## src/hdl/close_onto_fault_guard_map.svh

```systemverilog
`ifndef CLOSE_ONTO_FAULT_GUARD_MAP_SVH
`define CLOSE_ONTO_FAULT_GUARD_MAP_SVH
// release time default in ms, and clock rate in kHz
`define GUARD_RELEASE_DEFAULT_MS 21'd1000
`define GUARD_CLK_KHZ 32'd10000
// cycles per millisecond tick
`define GUARD_MS_CYCLES (`GUARD_CLK_KHZ)
`define GUARD_LOG_DEPTH 12
`define GUARD_MODE_RESET 3'h0
`define GUARD_FORCE_RESET 2'h0
`endif

```

## src/hdl/close_onto_fault_guard_pkg.sv

```systemverilog
package close_onto_fault_guard_pkg;
  typedef enum logic [2:0] {
    MODE_ON, MODE_BLOCKED, MODE_TEST, MODE_TEST_BLOCKED, MODE_OFF
  } node_operating_mode_t;
  typedef enum logic [1:0] {
    FORCE_NORMAL, FORCE_BLOCKED, FORCE_ACTIVE, FORCE_TRIP
  } forced_status_select_t;
  typedef enum logic [2:0] {
    COND_NORMAL, COND_INIT, COND_ACTIVE, COND_TRIP, COND_BLOCKED
  } guard_condition_state_t;
  // event index: 0 init, 1 block, 2 active, 3 trip
  typedef struct packed {
    logic [31:0] stamp_ms;
    logic [1:0] event_id;
    logic on_not_off;
  } guard_event_t;
  typedef struct packed {
    logic [31:0] stamp_ms;
    logic [2:0] active_setting_group;
    logic [20:0] remaining_ms;
    logic [20:0] elapsed_ms;
  } guard_log_t;
endpackage

```

## src/hdl/close_onto_fault_guard.sv

```systemverilog
`timescale 1ns/1ps
`include "close_onto_fault_guard_map.svh"
// What this block does
// - window arms on rising edge of activate input, never on level.
// - trip asserts at once when a function input is active in window.
// - block input keeps the window from starting.
// - window lasts configurable release time, default one second.
// - release time may change via setting group while running.
// - node operating mode On, Blocked, Test, Test/Blocked, Off; resets On.
// - forced status Normal, Blocked, Active, Trip overrides; default Normal.
// - readable condition status: Normal, Active, Trip, Blocked; Init is always outranked by Active or Blocked.
// - separate ON and OFF events per state, each storable by enable.
// - every event carries a time stamp.
// - cumulative counters for init, blocked, active, trip; clearable.
// - activation ON events logged into last twelve records.
// - record holds stamp, setting group, remaining, elapsed.
module close_onto_fault_guard
  import close_onto_fault_guard_pkg::*;
#(
  parameter int MS_CYCLES = `GUARD_MS_CYCLES,
  parameter int FCN_WIDTH = 4,
  parameter int LOG_DEPTH = `GUARD_LOG_DEPTH
) (
  // clock and reset
  input wire logic i_ref_clk,
  input wire logic i_arst_n,
  // binary inputs from pins and stages
  input wire logic i_activate,
  input wire logic i_block,
  input wire logic [FCN_WIDTH-1:0] i_function,
  // settings
  input wire logic [20:0] i_release_window_time,
  input wire logic [2:0] i_active_setting_group,
  input wire node_operating_mode_t i_node_operating_mode,
  input wire forced_status_select_t i_forced_status_select,
  input wire logic [3:0] i_event_on_enable,
  input wire logic [3:0] i_event_off_enable,
  input wire logic i_counter_clear,
  input wire logic [3:0] i_log_index,
  // outputs
  output logic o_active,
  output logic o_trip,
  output logic o_blocked,
  output guard_condition_state_t o_guard_condition_state,
  output logic o_event_valid,
  output guard_event_t o_event,
  output logic [15:0] o_count_init,
  output logic [15:0] o_count_blocked,
  output logic [15:0] o_count_active,
  output logic [15:0] o_count_trip,
  output guard_log_t o_log_record,
  output logic [3:0] o_log_count
);

  // ********************
  // input synchronisers
  // ********************
  logic [FCN_WIDTH+1:0] sync1, sync2;
  logic act_prev;
  logic act_s, blk_s, fcn_any;
  assign act_s = sync2[0];
  assign blk_s = sync2[1];
  assign fcn_any = |sync2[FCN_WIDTH+1:2];

  always_ff @(posedge i_ref_clk or negedge i_arst_n) begin
    if (!i_arst_n) begin
      sync1 <= '0;
      sync2 <= '0;
      act_prev <= 1'b0;
    end else begin
      sync1 <= {i_function, i_block, i_activate};
      sync2 <= sync1;
      act_prev <= act_s;
    end
  end

  // ********************
  // window and timing
  // ********************
  logic [31:0] div, next_div;
  logic [31:0] now_ms, next_now_ms;
  logic [20:0] elapsed, next_elapsed;
  logic window, next_window;
  logic next_tripped;
  logic ms_tick, rise, blk_eff, test_mode, off_mode;
  logic [20:0] remaining;

  // a mode of Blocked counts as a block; Off closes the window, clears elapsed and stops init and trip
  assign off_mode = (i_node_operating_mode == MODE_OFF);
  assign test_mode = (i_node_operating_mode == MODE_TEST) ||
                     (i_node_operating_mode == MODE_TEST_BLOCKED);
  assign blk_eff = blk_s || (i_node_operating_mode == MODE_BLOCKED) ||
                   (i_node_operating_mode == MODE_TEST_BLOCKED) ||
                   (i_forced_status_select == FORCE_BLOCKED);
  assign ms_tick = (div == 32'(MS_CYCLES - 1));
  assign rise = act_s && !act_prev;
  // live setting read each cycle, so a group change takes effect at once;
  // next value used so a restart never logs the old window's elapsed time
  assign remaining = (i_release_window_time > next_elapsed) ?
                     (i_release_window_time - next_elapsed) : 21'h0;

  always_comb begin
    next_div = ms_tick ? 32'h0 : div + 32'h1;
    next_now_ms = ms_tick ? now_ms + 32'h1 : now_ms;
    next_window = window;
    next_elapsed = elapsed;
    if (off_mode) begin
      next_window = 1'b0;
      next_elapsed = 21'h0;
    end else if (rise && !blk_eff) begin
      next_window = 1'b1;
      next_elapsed = 21'h0;
    end else if (window) begin
      if (ms_tick) begin
        next_elapsed = elapsed + 21'h1;
      end
      if (ms_tick && (elapsed + 21'h1 >= i_release_window_time)) begin
        next_window = 1'b0;
      end
    end
    next_tripped = !off_mode && window && fcn_any && !test_mode;
  end

  always_ff @(posedge i_ref_clk or negedge i_arst_n) begin
    if (!i_arst_n) begin
      div <= 32'h0;
      now_ms <= 32'h0;
      elapsed <= 21'h0;
      window <= 1'b0;
    end else begin
      div <= next_div;
      now_ms <= next_now_ms;
      elapsed <= next_elapsed;
      window <= next_window;
    end
  end

  // ********************
  // status, events, counters
  // ********************
  logic [3:0] state_now, state_prev;
  logic [3:0] on_ev, off_ev;
  logic [1:0] ev_pick;
  logic ev_hit, ev_on;
  guard_condition_state_t next_cond;
  logic [15:0] next_cnt [4];
  logic [15:0] cnt [4];

  always_comb begin
    state_now[0] = rise && !off_mode; // init: activate edge seen
    state_now[1] = blk_eff;
    state_now[2] = next_window;
    state_now[3] = next_tripped;
    case (i_forced_status_select)
      FORCE_ACTIVE: state_now[2] = 1'b1;
      FORCE_TRIP: state_now[3] = 1'b1;
      default: ;
    endcase
    on_ev = state_now & ~state_prev;
    off_ev = ~state_now & state_prev;
    ev_hit = 1'b0;
    ev_on = 1'b0;
    ev_pick = 2'h0;
    // one event per cycle; higher index wins when several coincide
    for (int k = 0; k < 4; k++) begin
      if (on_ev[k] && i_event_on_enable[k]) begin
        ev_hit = 1'b1;
        ev_on = 1'b1;
        ev_pick = 2'(k);
      end else if (off_ev[k] && i_event_off_enable[k]) begin
        ev_hit = 1'b1;
        ev_on = 1'b0;
        ev_pick = 2'(k);
      end
    end
    for (int k = 0; k < 4; k++) begin
      next_cnt[k] = i_counter_clear ? 16'h0 : cnt[k];
      if (on_ev[k]) begin
        next_cnt[k] = next_cnt[k] + 16'h1;
      end
    end
    if (state_now[3]) next_cond = COND_TRIP;
    else if (state_now[1]) next_cond = COND_BLOCKED;
    else if (state_now[2]) next_cond = COND_ACTIVE;
    else if (state_now[0]) next_cond = COND_INIT;
    else next_cond = COND_NORMAL;
  end

  always_ff @(posedge i_ref_clk or negedge i_arst_n) begin
    if (!i_arst_n) begin
      state_prev <= 4'h0;
      o_event_valid <= 1'b0;
      o_event <= '0;
      o_guard_condition_state <= COND_NORMAL;
      o_active <= 1'b0;
      o_trip <= 1'b0;
      o_blocked <= 1'b0;
      for (int k = 0; k < 4; k++) cnt[k] <= 16'h0;
    end else begin
      state_prev <= state_now;
      o_event_valid <= ev_hit;
      o_event <= '{stamp_ms: now_ms, event_id: ev_pick,
                  on_not_off: ev_on};
      o_guard_condition_state <= next_cond;
      o_active <= state_now[2];
      o_trip <= state_now[3];
      o_blocked <= state_now[1];
      for (int k = 0; k < 4; k++) cnt[k] <= next_cnt[k];
    end
  end
  assign o_count_init = cnt[0];
  assign o_count_blocked = cnt[1];
  assign o_count_active = cnt[2];
  assign o_count_trip = cnt[3];

  // ********************
  // operation log
  // ********************
  guard_log_t log_mem [LOG_DEPTH];
  logic [3:0] wr_ptr, next_wr_ptr, next_log_count;
  logic [3:0] rd_ptr;
  logic [4:0] rd_sum;
  logic log_wr;

  // record taken when the active state turns on
  assign log_wr = on_ev[2];
  always_comb begin
    next_wr_ptr = wr_ptr;
    next_log_count = o_log_count;
    // five bits so the sum cannot wrap before the modulo while i_log_index stays below LOG_DEPTH
    rd_sum = 5'(wr_ptr) + 5'(LOG_DEPTH) - 5'h1 - 5'(i_log_index);
    rd_ptr = 4'(rd_sum % 5'(LOG_DEPTH));
    if (log_wr) begin
      next_wr_ptr = (wr_ptr == 4'(LOG_DEPTH - 1)) ? 4'h0 : wr_ptr + 4'h1;
      if (o_log_count != 4'(LOG_DEPTH)) next_log_count = o_log_count + 4'h1;
    end
  end

  always_ff @(posedge i_ref_clk or negedge i_arst_n) begin
    if (!i_arst_n) begin
      wr_ptr <= 4'h0;
      o_log_count <= 4'h0;
      o_log_record <= '0;
      for (int k = 0; k < LOG_DEPTH; k++) log_mem[k] <= '0;
    end else begin
      wr_ptr <= next_wr_ptr;
      o_log_count <= next_log_count;
      if (log_wr) begin
        log_mem[wr_ptr] <= '{stamp_ms: now_ms,
                             active_setting_group: i_active_setting_group,
                             remaining_ms: remaining,
                             elapsed_ms: next_elapsed};
      end
      // index 0 is the newest record
      o_log_record <= log_mem[rd_ptr];
    end
  end
endmodule // close_onto_fault_guard

```

## config.mk

```make
export PLATFORM = sky130hd
export DESIGN_NAME = close_onto_fault_guard
export DESIGN_NICKNAME = d
export VERILOG_FILES = /design/src/hdl/close_onto_fault_guard_pkg.sv /design/src/hdl/close_onto_fault_guard.sv
export VERILOG_INCLUDE_DIRS = /design/src /design/src/hdl
export SDC_FILE = /design/constraint.sdc
export NUM_CORES = 2
export LEC_CHECK = 0
export BUFFER_PORTS_ARGS = -buffer_cell sky130_fd_sc_hd__buf_2
export CAP_MARGIN = 30
export CELL_PAD_IN_SITES_DETAIL_PLACEMENT = 1
export CELL_PAD_IN_SITES_GLOBAL_PLACEMENT = 1
export CORE_AREA = 2 2 329 331
export CTS_CLUSTER_DIAMETER = 150
export DETAILED_ROUTE_END_ITERATION = 8
export DIE_AREA = 0 0 331 333
export GPL_ROUTABILITY_DRIVEN = 0
export MAX_ROUTING_LAYER = met4
export PLACE_DENSITY_LB_ADDON = 0.1
export SLEW_MARGIN = 20
export SYNTH_ARGS = -nofsm -noshare
export SYNTH_HDL_FRONTEND = slang
export SYNTH_SLANG_ARGS = --single-unit
```

## constraint.sdc

```tcl
create_clock -name i_ref_clk -period 4.8 [get_ports i_ref_clk]
set_input_delay 0.48 -clock i_ref_clk [delete_from_list [all_inputs] [get_ports i_ref_clk]]
set_output_delay 0.48 -clock i_ref_clk [all_outputs]
set_load 0.1 [all_outputs]
```

# Word-level counts from Yosys, hierarchy flattened
# Cells that the tools add are included.
[word_totals] output_inout_bits=187 elab_cells=187 ff_bits=1218 inputBits=50
[op_classes] n_mux=52 n_lt_le_gt_ge=5 div=1 bitwise_logic=6 n_eq_ne=10 addsub=13 reduce_logical=26
[ops] op="924-bit bitwise mux" n=1
[ops] op="77-bit binary-select mux with 4-bit select" n=1
[ops] op="77-bit demux with 4-bit select" n=1
[ops] op="77-bit 2-to-1 mux" n=3
[ops] op="16-bit 2-to-1 mux" n=8
[ops] op="21-bit 2-to-1 mux" n=5
[ops] op="16-bit by 1-bit adder with 16-bit output, second input constant" n=4
[ops] op="32-bit by 1-bit adder with 32-bit output, second input constant" n=2
[ops] op="32-bit by 14-bit == test with 1-bit output, second input constant" n=1
[ops] op="32-bit 2-to-1 mux" n=1
[ops] op="1-bit 2-to-1 mux" n=24
[ops] op="21-bit by 1-bit adder with 21-bit output, second input constant" n=1
[ops] op="21-bit greater-or-equal comparator" n=1
[ops] op="21-bit > comparator" n=1
[ops] op="21-bit subtractor" n=1
[ops] op="1-bit logical AND" n=16
[ops] op="5-bit greater-or-equal comparator, second input constant" n=2
[ops] op="2-bit 2-to-1 mux" n=5
[ops] op="4-bit inverter with 5-bit output" n=2
[ops] op="4-bit by 1-bit adder with 4-bit output, second input constant" n=2
[ops] op="4-bit bitwise AND" n=2
[ops] op="4-bit inverter" n=2
[ops] op="3-bit by 2-bit == test with 1-bit output, second input constant" n=2
[ops] op="3-bit 2-to-1 mux" n=2
[ops] op="other kinds (16)" n=23

# Depth between registers and ports, before layout
[logic_depth] word_depth=20 mapped_depth=21 mapped_depth_nobuf=17

# Worst setup path after synthesis
# Ideal clock, no wire load.
[synth_path] path_kind="register -> register" from="reg div[0]" to="reg log_mem[657] (netlist bit)" required_ps=4672 stages_incl_launch_ff=20 path_slack_ps=352 path_buffers=4 t_arrival_ps=4320 setup_ps=128 period_less_slack_ps=4448 cell_sequence="dfrtp_1 ha_1 and3_1 clkbuf_1 nand4_2 nor3_2 buf_4 nand2_1 xor2_1 or2_2 buf_2 ha_1 nor3_1 o21ai_0 o21ai_1 a211oi_1 o31ai_1 nor4_1 clkbuf_1 mux2_1"
[synth_between] elab_chain_len=8 word_cells_on_any_way=16 cone_classes="add/sub (1); order compare (1); eq/ne (1); mux (11); bitwise (1); reduce/logical (1)"
[synth_rtl] item="start: declaration" line="close_onto_fault_guard.sv:80" text="logic [31:0] div, next_div;"
[synth_rtl] item="start signal: assignment" line="close_onto_fault_guard.sv:131" text="div <= next_div;"
[synth_rtl] item="32-bit by 14-bit == test with 1-bit output (*)" line="close_onto_fault_guard.sv:95" text="assign ms_tick = (div == 32'(MS_CYCLES - 1));"
[synth_rtl] item="21-bit 2-to-1 mux / 1-bit logical AND (equally long branches)" line="close_onto_fault_guard.sv:114, close_onto_fault_guard.sv:117"
[synth_rtl] item="21-bit 2-to-1 mux / 1-bit 2-to-1 mux (equally long branches)" line="close_onto_fault_guard.sv:113, close_onto_fault_guard.sv:117"
[synth_rtl] item="21-bit 2-to-1 mux / 1-bit 2-to-1 mux (equally long branches)" line="close_onto_fault_guard.sv:110, close_onto_fault_guard.sv:113"
[synth_rtl] item="21-bit 2-to-1 mux / 1-bit 2-to-1 mux (equally long branches)" line="close_onto_fault_guard.sv:107, close_onto_fault_guard.sv:110"
[synth_rtl] item="21-bit subtractor (tied with other cells)" line="close_onto_fault_guard.sv:100" text="(i_release_window_time - next_elapsed) : 21'h0;"
[synth_rtl] item="21-bit 2-to-1 mux / 1-bit 2-to-1 mux (equally long branches)" line="close_onto_fault_guard.sv:99, close_onto_fault_guard.sv:154"
[synth_rtl] item="924-bit bitwise mux / 4-bit bitwise AND (equally long branches)" line="close_onto_fault_guard.sv:249, close_onto_fault_guard.sv:159"
[synth_rtl] item="end signal: indexed assignment" line="close_onto_fault_guard.sv:249" text="log_mem[wr_ptr] <= '{stamp_ms: now_ms,"
[synth_rtl] item="end: declaration" line="close_onto_fault_guard.sv:219" text="guard_log_t log_mem [LOG_DEPTH];"
# Mark *: on every way between the ends. The rest lies on a longest branch, timed or not.
# A chain may end at the register's enable or synchronous reset.

# Final worst setup path
[layout_path] from="reg elapsed[1]" to="reg log_mem[773] (netlist bit)"
[layout_between] elab_chain_len=9 word_cells_on_any_way=14 cone_classes="add/sub (1); order compare (1); mux (10); bitwise (1); reduce/logical (1)"
[layout_rtl] item="start: declaration" line="close_onto_fault_guard.sv:82" text="logic [20:0] elapsed, next_elapsed;"
[layout_rtl] item="start signal: assignment" line="close_onto_fault_guard.sv:133" text="elapsed <= next_elapsed;"
[layout_rtl] item="21-bit by 1-bit adder with 21-bit output (*)" line="close_onto_fault_guard.sv:115, close_onto_fault_guard.sv:117"
[layout_rtl] item="21-bit greater-or-equal comparator" line="close_onto_fault_guard.sv:117" text="if (ms_tick && (elapsed + 21'h1 >= i_release_window_time)) begin"
[layout_rtl] item="1-bit logical AND" line="close_onto_fault_guard.sv:117"
[layout_rtl] item="1-bit 2-to-1 mux" line="close_onto_fault_guard.sv:117"
[layout_rtl] item="1-bit 2-to-1 mux" line="close_onto_fault_guard.sv:113" text="end else if (window) begin"
[layout_rtl] item="1-bit 2-to-1 mux" line="close_onto_fault_guard.sv:110" text="end else if (rise && !blk_eff) begin"
[layout_rtl] item="1-bit 2-to-1 mux" line="close_onto_fault_guard.sv:107" text="if (off_mode) begin"
[layout_rtl] item="1-bit 2-to-1 mux" line="close_onto_fault_guard.sv:154" text="case (i_forced_status_select)"
[layout_rtl] item="4-bit bitwise AND" line="close_onto_fault_guard.sv:159" text="on_ev = state_now & ~state_prev;"
# Marks and branches as above.

==> impl_summary.txt <==
----------------------------------------------------
[Drt]
  WL met1 ... about 64 mm
  Detailed-route DRC error count ... 0
  First drt pass iteration count ... 4
  Highest signal layer in the routed design ... met4
  Vias ... around 35k
  Detailed route wirelength on metal2 ... ~71 mm
  Wirelength, routed ... ~140 mm
  Final routed wire length divided by cell count ... between 20 and 25 um
  Starting DRT DRC Count ... 2008
  Number of nets still failing antenna checks after routing ... 0
  Via-per-instance ratio ... just under 6
  Wire length on met3 ... roughly 5.4 mm

[Logic synthesis]
  Cell taking the most area after synthesis ... sky130_fd_sc_hd__dfrtp_1
  Synth unique cells ... just under 80
  Cell count after synthesis ... 4399
  Post-synthesis sequential element count ... 1215
  Mapped cell area ... 54200 sq um
  Sequential cell area fraction in the yosys report ... 0.561
  FFs w/ async S/R, synth ... 1.00
  Synth Net Count ... around 4.5k
  Top post-synthesis cells by count ... sky130_fd_sc_hd__dfrtp_1, sky130_fd_sc_hd__nand2_1, sky130_fd_sc_hd__o21ai_0
  Number of warnings reported in the yosys synthesis log ... 0
  Number of enable-type register cells in the synthesized netlist ... 0
  Most instantiated flip-flop cell in the synthesis netlist ... sky130_fd_sc_hd__dfrtp_1
  Average instance area after synthesis ... 12.3 sq um
  Area share of the largest cell type after synthesis ... 0.561
  Library cell with the highest instance count after synthesis ... sky130_fd_sc_hd__dfrtp_1
  Dominant cells by area after synthesis ... sky130_fd_sc_hd__dfrtp_1, sky130_fd_sc_hd__mux4_2, sky130_fd_sc_hd__mux2_2

[Power and ir drop]
  Fraction of power spent switching nets ... 0.316
  Total internal power ... roughly 0.018 W
  Max IR drop VDD ... 0.361 mV
  Static leakage power ... 29.8 nW
  Clock share of power ... 0.390
  Power per standard cell area ... 423 nW/um^2
  Seq pwr share ... 0.403
  Net switching power of the design ... approximately 0.0084 W
  Comb pwr share ... 0.207

[Floorplanning]
  Starting Density ... 0.508
  Number of top-level design ports ... 237
  Die Width ... 331 um
  Core Region ... about 110000 sq um
  Vert. Die Dim ... about 330 um
  # rows ... 120
  Die Area ... approximately 110000 sq um

[Clock tree]
  Number of clock buffers inserted by TritonCTS ... about 130
  Clock latency on the worst-skew pair ... between 700 and 800 ps
  Number of H-tree levels ... 4
  Maximum count of clock buffers along a single path ... 3
  CTS tree ... yes
  Clock-pin slew of the registers on the worst-case setup and hold paths ... around 70 ps
  Clock root buffer ... sky130_fd_sc_hd__clkbuf_16
  # clock sinks ... between 1k and 1.5k

[Worst setup path]
  Launching element type of the critical path ... flip-flop
  Crit path max fanout ... 52
  Slowest CP cell ... sky130_fd_sc_hd__o311ai_4
  Slowest stage delay, CP ... ~450 ps
  Cells along the critical path ... ha_1, nand3_1, nor4_1, and4_2, and3_1, xor2_1, ha_1, and4_1, nand3_1, or2_1, o2111a_1, buf_12, o311ai_4, buf_12, buf_12, nand2_1, o21ai_0
  Critical path type ... flip-flop to flip-flop
  Buffers plus inverters on the worst setup path ... 3
  Worst path required time ... about 5400 ps
  Kind of capture point of the worst setup path ... flip-flop
  Kind of cell adding the most delay to the critical path ... simple AND/OR/NAND/NOR gates
  Most used cell, CP ... sky130_fd_sc_hd__buf_12
  Data arrival time of the critical path ... 5220 ps

[Hold path]
  Class of the most critical hold timing path ... primary input to flip-flop

[Final layout]
  Fraction of final layout cells sized beyond drive strength 1 ... 0.280
  Cell area after layout ... around 62000 sq um
  Cell Count, Final, Fillers Out ... between 6k and 7k
  Util after Layout ... 0.585
  Number of nets in the finished design ... 4726
  Total of fill cells in the finished design ... ~11k
  Area growth syn-to-layout ... 15.1%

[Placed design]
  Standard cell area after detailed placement ... approximately 58000 sq um
  Count of input and output buffers ... about 240
  Post-DP HPWL ... 91.3 mm
  Cell Count Post-Placement ... around 5.9k

[GRT]
  Number of antenna violations at the first check in global routing ... 9
  Number of global-route vias before repair ... a little under 40k
  Aggregate global-route resource usage ... 0.278
  Remaining global-route overflow ... 0
  Wire length of the first global-routing pass ... between 200 and 250 mm
  Pin count of the biggest net entering global routing ... 138

[Timing]
  Max-slew violation count ... 0
  Time the worst path needs with I/O delays and setup ... ~4600 ps
  Final setup skew ... 20.2 ps
  Share of the clock period used by the worst path ... 0.958
  Tightest Pin Transition ... 1080 ps
  Total setup violations reported at the end of the flow ... 0
  Final Hold Viols ... 0
  Sum of negative setup slack ... 0 ps
  Min Hold Slack ... between 50 and 60 ps
  Highest achievable clock rate ... approximately 220 MHz
  Worst slew margin relative to its limit ... 0.276

[Job]
  Number of maximum-capacitance constraint violations ... 0

[Outcome]
  Run status ... finished clean

----------------------------------------------------
-- worst register-to-register path: cells and delay by family, from the launching register on --
family                     cells  cell delay, ps
DFF                            1             410
and+or+nand+nor                8            1880
buffers and inverters          3             760
adders and majority gates      2             530
AOI/OAI and AO/OA              3             830
xor gates and xnor gates       1              70
-- cell families (layout without fill, tap and decap cells) --
logic type / after synthesis / after routing / synth area share
other: 0 / 7 / 0
and+or+nand+nor: 1052 / 1052 / 0.0858
adders and majority gates: 64 / 64 / 0.0151
DFF: 1215 / 1215 / 0.561
muxes: 750 / 750 / 0.202
buffers and inverters: 416 / 721 / 0.0327
AOI/OAI and AO/OA: 744 / 744 / 0.0777
xor gates and xnor gates: 158 / 158 / 0.0255
-- placed cells by master (no fill, tap or decap), types with 9 or more instances in the layout --
cell type                   Yosys  routed
sky130_fd_sc_hd__inv_1         85      85
sky130_fd_sc_hd__buf_12         0      62
sky130_fd_sc_hd__o31ai_1       29      29
sky130_fd_sc_hd__a211oi_1       9       9
sky130_fd_sc_hd__buf_4         21     103
sky130_fd_sc_hd__clkbuf_1     194      31
sky130_fd_sc_hd__nor3_1        20      20
sky130_fd_sc_hd__nor4_1        16      14
sky130_fd_sc_hd__xnor2_1       91      90
sky130_fd_sc_hd__nand2b_1      22      21
sky130_fd_sc_hd__mux2_1         9       9
sky130_fd_sc_hd__clkbuf_8       0      27
sky130_fd_sc_hd__nand4_1       40      40
sky130_fd_sc_hd__o211ai_1      10      10
sky130_fd_sc_hd__and3_1        34      33
sky130_fd_sc_hd__ha_1          62      60
sky130_fd_sc_hd__nand3_1       58      58
sky130_fd_sc_hd__nor2b_1       29      27
sky130_fd_sc_hd__o21ai_0      481     479
sky130_fd_sc_hd__nand2_1      607     604
sky130_fd_sc_hd__mux2_2       432     431
sky130_fd_sc_hd__o311ai_4       3      12
sky130_fd_sc_hd__o21ai_1       19      21
sky130_fd_sc_hd__nor2_1       162     162
sky130_fd_sc_hd__mux2i_1       78      78
sky130_fd_sc_hd__dfrtp_1     1215    1215
sky130_fd_sc_hd__a21oi_1      119     119
sky130_fd_sc_hd__xor2_1        67      67
sky130_fd_sc_hd__mux4_2       231     231
sky130_fd_sc_hd__a21o_1        13      13
sky130_fd_sc_hd__clkbuf_16      0     137
sky130_fd_sc_hd__buf_2         98     235
sky130_fd_sc_hd__or2_2         10      10
sky130_fd_sc_hd__clkinv_2       0      16
sky130_fd_sc_hd__bufinv_16      0      10
-- timing repair --
action                                 in CTS  in global routing
endpoints found under the hold margin     125                  0
setup endpoints to repair                   0                233
buffers inserted                            0                  2
hold buffers                                7                  0
gates resized for setup                     0                 13
-- flip-flops by register name (all words and copies together) (netlist names) --
register	cells
log_mem	924
o_log_record	77
o_event	35
div	32
now_ms	32
elapsed	21
o_count_active	16
o_count_blocked	16
o_count_init	16
o_count_trip	16
sync1	6
sync2	6
o_log_count	4
wr_ptr	4
o_guard_condition_state	3
state_prev	3
act_prev	1
o_event_valid	1
o_trip	1
window	1
-- layout make-up --
| type | count | area, sq um | area share |
|---|---|---|---|
| diodes | 7 | 17.5 | 0.000281 |
| repair buffers | 408 | 3270 | 0.0524 |
| well taps | 1403 | 1760 | 0.0281 |
| clock inverters | 32 | 443 | 0.00710 |
| multi-input cells | 2768 | 22200 | 0.357 |
| inverters | 86 | 323 | 0.00518 |
| clock buffers | 195 | 3920 | 0.0628 |
| flip-flops and latches | 1215 | 30400 | 0.487 |
-- metrics by stage --
stage / setup slack, ps / total power, W
2_1_floorplan: 352 / 0.0147
3_3_place_gp: 258 / 0.0163
3_5_place_dp: 95.4 / 0.0163
6_report: 204 / 0.0264
5_1_grt: -12.4 / 0.0273
4_1_cts: 64.0 / 0.0267
-- metal layers --
layer / GRT usage / up-vias
li1: - / 15941
met1: 0.365 / 18673
met2: 0.448 / 556
met3: 0.0444 / 241
met4: 0.0842 / 0
met5: - / -
-- power by group through the flow --
| stage | clock network (W) | logic [W] | registers [W] |
|---|---|---|---|
| detailed placement | 0 | 0.00552 | 0.0108 |
| floorplan | 0 | 0.00213 | 0.0126 |
| CTS | 0.0105 | 0.00554 | 0.0106 |
| global route | 0.0109 | 0.00576 | 0.0107 |
| global placement | 0 | 0.00551 | 0.0108 |
| finish | 0.0103 | 0.00548 | 0.0106 |
-- final timing paths --
kind | cells after the start | to | startpoint | slack (ps)
min reg2reg | 0 | sync2[5] | sync1[5] | 350
max in group asynchronous | 4 | log_mem[439] | i_arst_n | 3060
min in group asynchronous | 2 | log_mem[557] | i_arst_n | 400
max reg2reg | 17 | log_mem[773] | elapsed[1] | 200
max | 17 | log_mem[773] | elapsed[1] | 200
min | 3 | o_guard_condition_state[0] | i_forced_status_select[1] | 60
(Power assumes the default switching activity.)
